===== src/rtl/mvrx_pkg.sv =====
// Purpose: shared constants for the move and return execution block
// Assumes: 8-bit data, 10-bit program counter, 14-bit instruction word
// Notes:   opcode encodings are local choices, not a binary-compatible map
package mvrx_pkg;
   // =====================================================
   // widths
   localparam int DATA_W  = 8;
   localparam int PC_W    = 10;
   localparam int FADDR_W = 6;
   localparam int INSTR_W = 14;
   localparam int SP_W    = 3;

   // =====================================================
   // instruction fields
   localparam int OP_HI   = 13;
   localparam int OP_LO   = 8;
   localparam int DEST_BIT = 7;

   // =====================================================
   // opcodes held in instr[13:8]
   localparam logic [5:0] OP_NOP      = 6'h00;
   localparam logic [5:0] OP_RET      = 6'h01;
   localparam logic [5:0] OP_RETURN_FROM_INTERRUPT    = 6'h02;
   localparam logic [5:0] OP_RETLIT   = 6'h03;
   localparam logic [5:0] OP_COPYACC  = 6'h04;
   localparam logic [5:0] OP_MOVFILE  = 6'h05;

   // =====================================================
   // reset values and step sizes
   localparam logic [7:0] ACC_RST  = 8'h00;
   localparam logic [9:0] PC_RST   = 10'h000;
   localparam logic [2:0] SP_RST   = 3'h0;
   localparam logic [9:0] PC_STEP  = 10'h001;
   localparam logic [2:0] SP_STEP  = 3'h1;

   typedef enum logic [0:0] {
      MVRX_EXEC  = 1'b0,
      MVRX_FLUSH = 1'b1
   } mvrx_state_t;
endpackage


===== src/rtl/mvrx_stack.sv =====
// Purpose: return address stack of the core
// Assumes: pushes come from call logic outside this block
// Notes:   pop reads the top entry and moves the pointer down in the same edge
`timescale 1ns/10ps
`default_nettype none
module mvrx_stack
   import mvrx_pkg::*;
#(
   parameter int DEPTH = 8
) (
   input  wire logic            clk,      // core clock
   input  wire logic            rst,      // sync reset, high
   input  wire logic            push,     // push request
   input  wire logic [PC_W-1:0] push_pc,  // address pushed
   input  wire logic            pop,      // pop request
   output logic      [PC_W-1:0] top_pc,   // current top entry
   output logic      [SP_W-1:0] level     // stack level
);
   logic [PC_W-1:0] mem [DEPTH];
   logic [SP_W-1:0] sp_q;
   logic [SP_W-1:0] sp_d;
   logic [SP_W-1:0] top_idx;

   // =====================================================
   // pointer
   assign top_idx = SP_W'(sp_q - SP_STEP);
   assign top_pc  = mem[top_idx];
   assign level   = sp_q;
   // underflow wraps; software must not return more than it called
   assign sp_d = push ? SP_W'(sp_q + SP_STEP) : (pop ? top_idx : sp_q);

   always_ff @(posedge clk) begin
      if (rst) begin
         sp_q <= SP_RST;
      end else begin
         sp_q <= sp_d;
      end
   end

   always_ff @(posedge clk) begin
      if (push) begin
         mem[sp_q] <= push_pc;
      end
   end
endmodule
`default_nettype wire


===== src/rtl/mvrx_exec.sv =====
// Purpose: executes register moves, no-operation and the three returns
// Assumes: file register read data is combinational from FILE_ADDR
// Notes:   one instruction offered per cycle on INSTR with INSTR_VALID
//
// Behaviour
// (RULE_01) copy accumulator into file register, flags untouched
// (RULE_02) move file to accumulator or back
// (RULE_03) move file sets zero flag from value
// (RULE_04) no-operation only advances program counter
// (RULE_05) literal return loads accumulator, pc, sets enable
// (RULE_06) literal return pops stack after using top
// (RULE_07) interrupt return pops pc, sets enable
// (RULE_08) subroutine return pops pc, enable untouched
// (RULE_09) returns discard fetched word, refetch at target
`timescale 1ns/10ps
`default_nettype none
module mvrx_exec
   import mvrx_pkg::*;
#(
   parameter int STACK_DEPTH = 8
) (
   input  wire logic               CORE_CLK,     // 25 MHz core clock
   input  wire logic               SYS_RST,      // sync reset, high
   input  wire logic [INSTR_W-1:0] INSTR,        // fetched instruction
   input  wire logic               INSTR_VALID,  // instruction present
   input  wire logic [DATA_W-1:0]  FILE_RDATA,   // file register read data
   input  wire logic               PUSH,         // call logic push
   input  wire logic [PC_W-1:0]    PUSH_PC,      // pushed return address
   output logic      [FADDR_W-1:0] FILE_ADDR,    // file register select
   output logic      [DATA_W-1:0]  FILE_WDATA,   // file register write data
   output logic                    FILE_WE,      // file register write pulse
   output logic      [DATA_W-1:0]  ACCUMULATOR,  // accumulator
   output logic                    ZERO_FLAG,    // zero status flag
   output logic                    GLOBAL_INTERRUPT_ENABLE, // interrupt enable
   output logic      [PC_W-1:0]    PC,           // program counter
   output logic                    FETCH_DISCARD,// fetched word dropped
   output logic      [SP_W-1:0]    STACK_LEVEL   // stack level
);
   mvrx_state_t        state_q;
   mvrx_state_t        state_d;
   logic [DATA_W-1:0]  acc_q;
   logic [DATA_W-1:0]  acc_d;
   logic               zf_q;
   logic               zf_d;
   logic               gie_q;
   logic               gie_d;
   logic [PC_W-1:0]    pc_q;
   logic [PC_W-1:0]    pc_d;
   logic [PC_W-1:0]    pc_step;
   logic [DATA_W-1:0]  fwdata_q;
   logic [DATA_W-1:0]  fwdata_d;
   logic               fwe_q;
   logic               fwe_d;
   logic               disc_q;
   logic [SP_W-1:0]    lvl_q;
   logic [PC_W-1:0]    top_pc;
   logic [SP_W-1:0]    level;

   // =====================================================
   // decode
   // opcode match, closed while the flush cycle runs
   function automatic logic op_hit(input logic       taken,
                                   input logic [5:0] code,
                                   input logic [5:0] want);
      return taken && (code == want);
   endfunction

   wire [5:0]         opcode   = INSTR[OP_HI:OP_LO];
   wire               dest_f   = INSTR[DEST_BIT];
   wire [FADDR_W-1:0] faddr    = INSTR[FADDR_W-1:0];
   wire [DATA_W-1:0]  literal  = INSTR[DATA_W-1:0];
   wire               exec     = INSTR_VALID && (state_q == MVRX_EXEC);
   wire               is_copy  = op_hit(exec, opcode, OP_COPYACC);
   wire               is_move  = op_hit(exec, opcode, OP_MOVFILE);
   wire               is_rlit  = op_hit(exec, opcode, OP_RETLIT);
   wire               is_rie   = op_hit(exec, opcode, OP_RETURN_FROM_INTERRUPT);
   wire               is_ret   = op_hit(exec, opcode, OP_RET);
   wire               is_retx  = is_rlit || is_rie || is_ret;
   wire               ld_acc   = is_move && !dest_f;
   wire               wr_back  = is_move && dest_f;
   wire               do_pop   = is_retx; // RULE_06 RULE_07 RULE_08

   // =====================================================
   // next state
   // a return overrides the step; the flush cycle holds the pc still
   assign pc_step  = PC_W'(pc_q + PC_STEP); // RULE_04
   assign pc_d     = is_retx ? top_pc : (exec ? pc_step : pc_q); // RULE_05 RULE_07 RULE_08
   assign state_d  = is_retx ? MVRX_FLUSH : MVRX_EXEC; // RULE_09
   assign acc_d    = is_rlit ? literal : (ld_acc ? FILE_RDATA : acc_q); // RULE_02 RULE_05
   assign zf_d     = is_move ? (FILE_RDATA == '0) : zf_q; // RULE_03
   // only the two re-enabling returns touch the enable
   assign gie_d    = gie_q || is_rlit || is_rie; // RULE_05 RULE_07
   assign fwe_d    = is_copy || wr_back; // RULE_01 RULE_02
   assign fwdata_d = is_copy ? acc_q : (wr_back ? FILE_RDATA : fwdata_q); // RULE_01 RULE_02

   // =====================================================
   // registers
   always_ff @(posedge CORE_CLK) begin
      if (SYS_RST) begin
         state_q <= MVRX_EXEC;
      end else begin
         state_q <= state_d;
      end
   end

   // marks the flush cycle; the word offered then is dropped
   always_ff @(posedge CORE_CLK) begin
      if (SYS_RST) begin
         disc_q <= 1'b0;
      end else begin
         disc_q <= is_retx; // RULE_09
      end
   end

   always_ff @(posedge CORE_CLK) begin
      if (SYS_RST) begin
         acc_q <= ACC_RST;
      end else begin
         acc_q <= acc_d;
      end
   end

   always_ff @(posedge CORE_CLK) begin
      if (SYS_RST) begin
         zf_q <= 1'b0;
      end else begin
         zf_q <= zf_d;
      end
   end

   always_ff @(posedge CORE_CLK) begin
      if (SYS_RST) begin
         gie_q <= 1'b0;
      end else begin
         gie_q <= gie_d;
      end
   end

   always_ff @(posedge CORE_CLK) begin
      if (SYS_RST) begin
         pc_q <= PC_RST;
      end else begin
         pc_q <= pc_d;
      end
   end

   // level shown one cycle behind the pointer
   always_ff @(posedge CORE_CLK) begin
      if (SYS_RST) begin
         lvl_q <= SP_RST;
      end else begin
         lvl_q <= level;
      end
   end

   // write lands one edge late; the file side must hold the taken address
   always_ff @(posedge CORE_CLK) begin
      if (SYS_RST) begin
         fwdata_q <= ACC_RST;
      end else begin
         fwdata_q <= fwdata_d;
      end
   end

   always_ff @(posedge CORE_CLK) begin
      if (SYS_RST) begin
         fwe_q <= 1'b0;
      end else begin
         fwe_q <= fwe_d;
      end
   end

   // =====================================================
   // stack
   mvrx_stack #(
      .DEPTH (STACK_DEPTH)
   ) u_stack (
      .clk     (CORE_CLK),
      .rst     (SYS_RST),
      .push    (PUSH),
      .push_pc (PUSH_PC),
      .pop     (do_pop),
      .top_pc  (top_pc),
      .level   (level)
   );

   // =====================================================
   // outputs; file address is combinational for the read path only
   always_comb FILE_ADDR = faddr;
   assign FILE_WDATA              = fwdata_q;
   assign FILE_WE                 = fwe_q;
   assign ACCUMULATOR             = acc_q;
   assign ZERO_FLAG               = zf_q;
   assign GLOBAL_INTERRUPT_ENABLE = gie_q;
   assign PC                      = pc_q;
   assign FETCH_DISCARD           = disc_q;
   assign STACK_LEVEL             = lvl_q;
endmodule
`default_nettype wire


===== config.mk =====
export PLATFORM = sky130hd
export DESIGN_NAME = mvrx_exec
export DESIGN_NICKNAME = d
export VERILOG_FILES = /design/src/rtl/mvrx_pkg.sv /design/src/rtl/mvrx_stack.sv /design/src/rtl/mvrx_exec.sv
export SDC_FILE = /design/constraint.sdc
export NUM_CORES = 1
export LEC_CHECK = 0
export ABC_AREA = 1
export ABC_CLOCK_PERIOD_IN_PS = 2450
export BUFFER_PORTS_ARGS = -buffer_cell sky130_fd_sc_hd__buf_2
export CAP_MARGIN = 5
export CORE_ASPECT_RATIO = 1.5
export CORE_UTILIZATION = 45
export CTS_BUF_LIST = sky130_fd_sc_hd__clkbuf_2 sky130_fd_sc_hd__clkbuf_4 sky130_fd_sc_hd__clkbuf_8
export DETAILED_ROUTE_END_ITERATION = 12
export GPL_ROUTABILITY_DRIVEN = 0
export PLACE_DENSITY = 0.73
export SLEW_MARGIN = 20
export SYNTH_ARGS = -nofsm -noshare
export SYNTH_HDL_FRONTEND = slang
export SYNTH_SLANG_ARGS = --single-unit

===== constraint.sdc =====
create_clock -name CORE_CLK -period 2.45 [get_ports CORE_CLK]
set_input_delay 0.49 -clock CORE_CLK [delete_from_list [all_inputs] [get_ports CORE_CLK]]
set_output_delay 0.49 -clock CORE_CLK [all_outputs]
set_load 0.01 [all_outputs]

== Yosys cells after proc, flatten, opt, wreduce, memory -nomap -nowiden ==
Memory sizes are Yosys's and may differ from the RTL's.
Index checks and enable logic that the tools add are counted.

* Add/subtract/negate cells: 3
* Equality and inequality tests: 5
* Muxes and demuxes: 11
* Bitwise operators: 1
* Reduce and logical (&&, ||, !) cells: 19

{| class="wikitable"
|+ Operators with widths
! operator !! number
|-
| two-way mux 8 bit || 4
|-
| two-way mux 10 bit || 2
|-
| equality test 6 x 2 -> 1 bit (second input constant) || 2
|-
| equality test 6 x 3 -> 1 bit (second input constant) || 2
|-
| adder 10 x 1 -> 10 bit (second input constant) || 1
|-
| logical AND 1 bit || 8
|-
| zero test 8 bit || 1
|-
| nonzero test 2 bit || 4
|-
| equality test 6 x 1 -> 1 bit (second input constant) || 1
|-
| two-way mux 3 bit || 2
|-
| logical OR 1 bit || 5
|-
| adder 3 x 1 -> 3 bit (second input constant) || 1
|-
| two-way mux 1 bit || 3
|-
| subtractor 3 x 1 -> 3 bit (second input constant) || 1
|-
| zero test 1 bit || 1
|-
| NOT 1 bit || 1
|}

* Flip-flop bits (word level): 37
* Memory bits (writable): 80
* Output and inout port bits: 39
* Word-level logic and storage cells: 50
* Memories: 1

{| class="wikitable"
|+ Memories
! name !! depth !! width !! rd ports !! clocked after Yosys merged registers in !! wr ports !! line !! text
|-
| u_stack.mem || 8 || 10 || 1 || 0 || 1 || mvrx_stack.sv:19 || <nowiki>logic [PC_W-1:0] mem [DEPTH];</nowiki>
|}

== Depth between registers and ports, before layout ==
* Word-level depth: 7
* Depth in mapped cells: 12

== Cells and area by module ==
Synthesis repeated with hierarchy kept, for this count alone.

* Cell total of the unflattened synthesis: 704
* Area, all modules: 5,764.3 µm²

{| class="wikitable"
|+ By module, submodules not included
! module !! times used !! cells each !! area each (µm²)
|-
| mvrx_stack || 1 || 390 || 3,748.6
|-
| mvrx_exec || 1 || 314 || 2,015.7
|}

== Worst setup path after synthesis ==
OpenSTA, ideal clock, no wires.

* Path type: register to register
* From: reg u_stack.sp_q[0] (netlist: u_stack.level[0])
* To: reg pc_q[0] (netlist: PC[0])
* Data arrival time: 1.717 ns
* Path slack: 0.614 ns
* Stages on the path, launching flop included: 12
* Cells stage by stage: dfxtp_1 -> buf_2 -> inv_1 -> buf_2 -> ha_1 -> inv_1 -> clkbuf_1 -> nor2_1 -> o21ai_0 -> nand3_1 -> nand3_1 -> a21oi_1

* Word-level cells in the longest chain between the ends: 3

{| class="wikitable"
|+ RTL lines
! item !! line !! text
|-
| start: declaration || mvrx_stack.sv:20 || <nowiki>logic [SP_W-1:0] sp_q;</nowiki>
|-
| start signal: assignment || mvrx_stack.sv:36 || <nowiki>sp_q <= sp_d;</nowiki>
|-
| subtractor 3 x 1 -> 3 bit || mvrx_stack.sv:26 || <nowiki>assign top_idx = SP_W'(sp_q - SP_STEP);</nowiki>
|-
| memory (8 x 10 bit) || - ||
|-
| two-way mux 10 bit || mvrx_exec.sv:87 || <nowiki>assign pc_d = is_retx ? top_pc : (exec ? pc_step : pc_q);</nowiki>
|-
| end signal: assignment || mvrx_exec.sv:143 || <nowiki>pc_q <= pc_d;</nowiki>
|-
| end: declaration || mvrx_exec.sv:47 || <nowiki>logic [PC_W-1:0] pc_q;</nowiki>
|}

No other way between the ends.
A chain may end at the register's enable or synchronous reset.

== Worst setup path after layout ==
* From: reg u_stack.sp_q[0] (netlist: u_stack.level[0])
* To: mem u_stack.mem[0][0], enable pin

{| class="wikitable"
|+ RTL lines
! item !! line
|-
| end: declaration || mvrx_stack.sv:19
|}

Straight into the memory's write port.

==> results.json <==
{
  "grt_pass1_vias": 4114,
  "hold_viol_final": 0,
  "cts_resized": 0,
  "ir_drop_mv": 0.452,
  "cp.required_ps": 2580,
  "end_kind": "flip-flop",
  "diodes": 0,
  "cts_buffers": 17,
  "cp_slowest_stage_delay_ps": 360,
  "clock_latency_ps": 430,
  "setup_viol": 0,
  "p_switching_w": 0.00108,
  "finalSetupTns_ps": 0,
  "crit_fanout": 42,
  "rows": 48,
  "nets": 706,
  "rsz0062_at_grt": "false",
  "synth_area_sq_um": 5250,
  "dr_total_vias": 4263,
  "dpl.hpwl_um": 8450,
  "finalCoreUtilization_pct": 54.0,
  "die_w_um": 90.2,
  "wl_per_cell_um": 14.8,
  "cpMostUsedCell": "buf_4",
  "switching_share_pct": 25.1,
  "firstDrtPassIters": 5,
  "die_h_um": 134,
  "ys_ff_latch": 116,
  "path_clk_slew_ps": 60,
  "power.density_nw_per_um2": 697,
  "power_frac_comb_pct": 11.4,
  "cp_cell_sequence": "inv_1 > buf_4 > nand2_1 > nor2_1 > buf_4",
  "slowest_stage": "nor2_1",
  "core_sq_um": 11400,
  "tightest_slew_ps": 715,
  "grt-ovfl-total": 0,
  "min_path_type": "in -> reg",
  "die_area_sq_um": 12100,
  "yosysSeqAreaShare_pct": 59.4,
  "status": "complete, no violations",
  "avgSynthCellArea_sq_um": 8.98,
  "dpl-instance-area_sq_um": 5790,
  "start_kind": "flip-flop",
  "grt_pass1_wl_um": 19700,
  "ys_types": 33,
  "yosysTopAreaCell": "edfxtp_1",
  "ctsHoldBuffers": 0,
  "fin_crit_sh_pct": 75.7,
  "syn-num-nets": 624,
  "yosysWarnings": 0,
  "io_pins": 75,
  "clkPwrFrac_pct": 37.9,
  "syn_inst": 585,
  "relSlewSlack_pct": 52.3,
  "wl_um": 12300,
  "cp.arrival_ps": 1990,
  "synth-xor-area-share_pct": 0.810,
  "p_leak_nw": 2.66,
  "nFillCells": 1034,
  "numPortBuffers": 74,
  "postLayoutCellArea_sq_um": 6160,
  "synthSimpleGateAreaFrac_pct": 24.4,
  "cts_setup_buffers": 0,
  "postRouteAntennaNets": 0,
  "drt_iter0_markers": 276,
  "clock-sinks": 116,
  "min_period_ps": 1860,
  "drc": 0,
  "initial_core_util_pct": 46.0,
  "seq_power_share_pct": 50.7,
  "p_int_w": 0.00321,
  "yosys.area_share.adder_pct": 0.714,
  "post-place-cells": 798,
  "stdcell_count": 830,
  "gr-usage-all-layers_pct": 21.2,
  "fin_skew_ps": 9.26,
  "cts_tree": "done",
  "ys_top_cells_by_area": "edfxtp_1 (46%), dfxtp_1 (14%), nor2_1 (8.4%)",
  "cap_violations": 0,
  "final_cell_mix": "nor2_1 (118), nand2_1 (103), edfxtp_1 (80), buf_2 (74)",
  "synth_top_family_by_area": "simple AND/OR/NAND/NOR gates",
  "cts.path.max_buffers": 2,
  "fin_total_pwr_w": 0.00429,
  "path_class": "reg -> reg",
  "grt_max_degree": 45,
  "antenna_found_initial": 0,
  "area_growth_pct": 17.2,
  "layout-drive-gt1-share_pct": 20.0,
  "via_per_inst": 5.14,
  "cts_htree_levels": 4,
  "netlist.area_leader.share_pct": 45.7,
  "drv_slew": 0,
  "max_freq_ghz": 0.539,
  "cts_root_buf": "clkbuf_8",
  "layout_commonest_cell": "nor2_1",
  "muxShareOfSynthArea_pct": 0,
  "synth_compound_area_share_pct": 7.45
}
[metal layers]
metal  GRT usage (%)  wire length, um  part of all wire (%)  vias to the layer above
met3            5.84              774                   6.3                       25
met4            9.32              267                   2.2                        0
li1                -                -                     -                     2086
met5               0                0                     0                        -
met1            22.8             4700                    38                     1981
met2            38.8             6540                    53                      171
[power groups by stage]
stage	Sequential (W)	Clock [W]	Combinational, W
2_1_floorplan	0.00222	0	0.000303
3_3_place_gp	0.00221	0	0.000466
3_5_place_dp	0.00222	0	0.000482
4_1_cts	0.00217	0.00166	0.000485
5_1_grt	0.00218	0.00175	0.000543
6_report	0.00218	0.00163	0.000487
[worst max-delay path, delay by kind of cell, from the launching register on]
| family | cells | cell delay [ps] |
|---|---|---|
| buf+inv | 3 | 700 |
| flops | 1 | 310 |
| simple gates | 2 | 540 |
[flip-flops by register name (all words and copies together) (netlist names)]
register and cells:
ACCUMULATOR 8, FILE_WDATA 8, FILE_WE 1, GLOBAL_INTERRUPT_ENABLE 1, PC 10, STACK_LEVEL 3
ZERO_FLAG 1, state_q 1, u_stack.level 3, u_stack.mem 80
[final cells by class]
cell class	instances	area (sq um)	area share (%)
repair buffers	92	505	8.21
well taps	150	188	3.05
multi-input cells	380	1750	28.4
flip-flops and latches	116	3120	50.7
clock inverters	13	116	1.89
clock buffers	19	249	4.04
inverters	60	225	3.66
[cell usage after synthesis (all sizes together)]
cell type	n
nand4	4
clkbuf	9
nand3	58
a31oi	3
xnor2	3
o21bai	1
o2111ai	1
buf	20
and3	1
nand3b	1
a21oi	13
nand2	107
or2	2
ha	3
o21ai	57
inv	59
edfxtp	80
clkinv	1
dfxtp	36
nor4	2
xor2	1
nor2	122
nor3	1
[kinds of logic after synthesis]
| kind of cell | count (synthesis) |
|---|---|
| fa+ha+maj | 3 |
| simple gates | 298 |
| flops | 116 |
| compound gates | 75 |
| xor+xnor | 4 |
| buf+inv | 89 |
[final timing paths]
kind	startpoint	to	slack [ps]	cells past startpoint
setup reg to reg	u_stack.level[0]	u_stack.mem[0][0]	590	5
setup / recovery	u_stack.level[0]	u_stack.mem[0][0]	590	5
hold reg to reg	GLOBAL_INTERRUPT_ENABLE	GLOBAL_INTERRUPT_ENABLE	470	2
hold / removal	PUSH_PC[5]	u_stack.mem[6][5]	330	1
[through the flow]
stage | setup WS, ps | hold WS, ps
floorplan | 614 | 505
global placement | 409 | 464
detailed placement | 382 | 469
CTS | 573 | 314
global route | 375 | 324
finish | 594 | 334
Note: power is estimated with default switching activity, not from simulation.
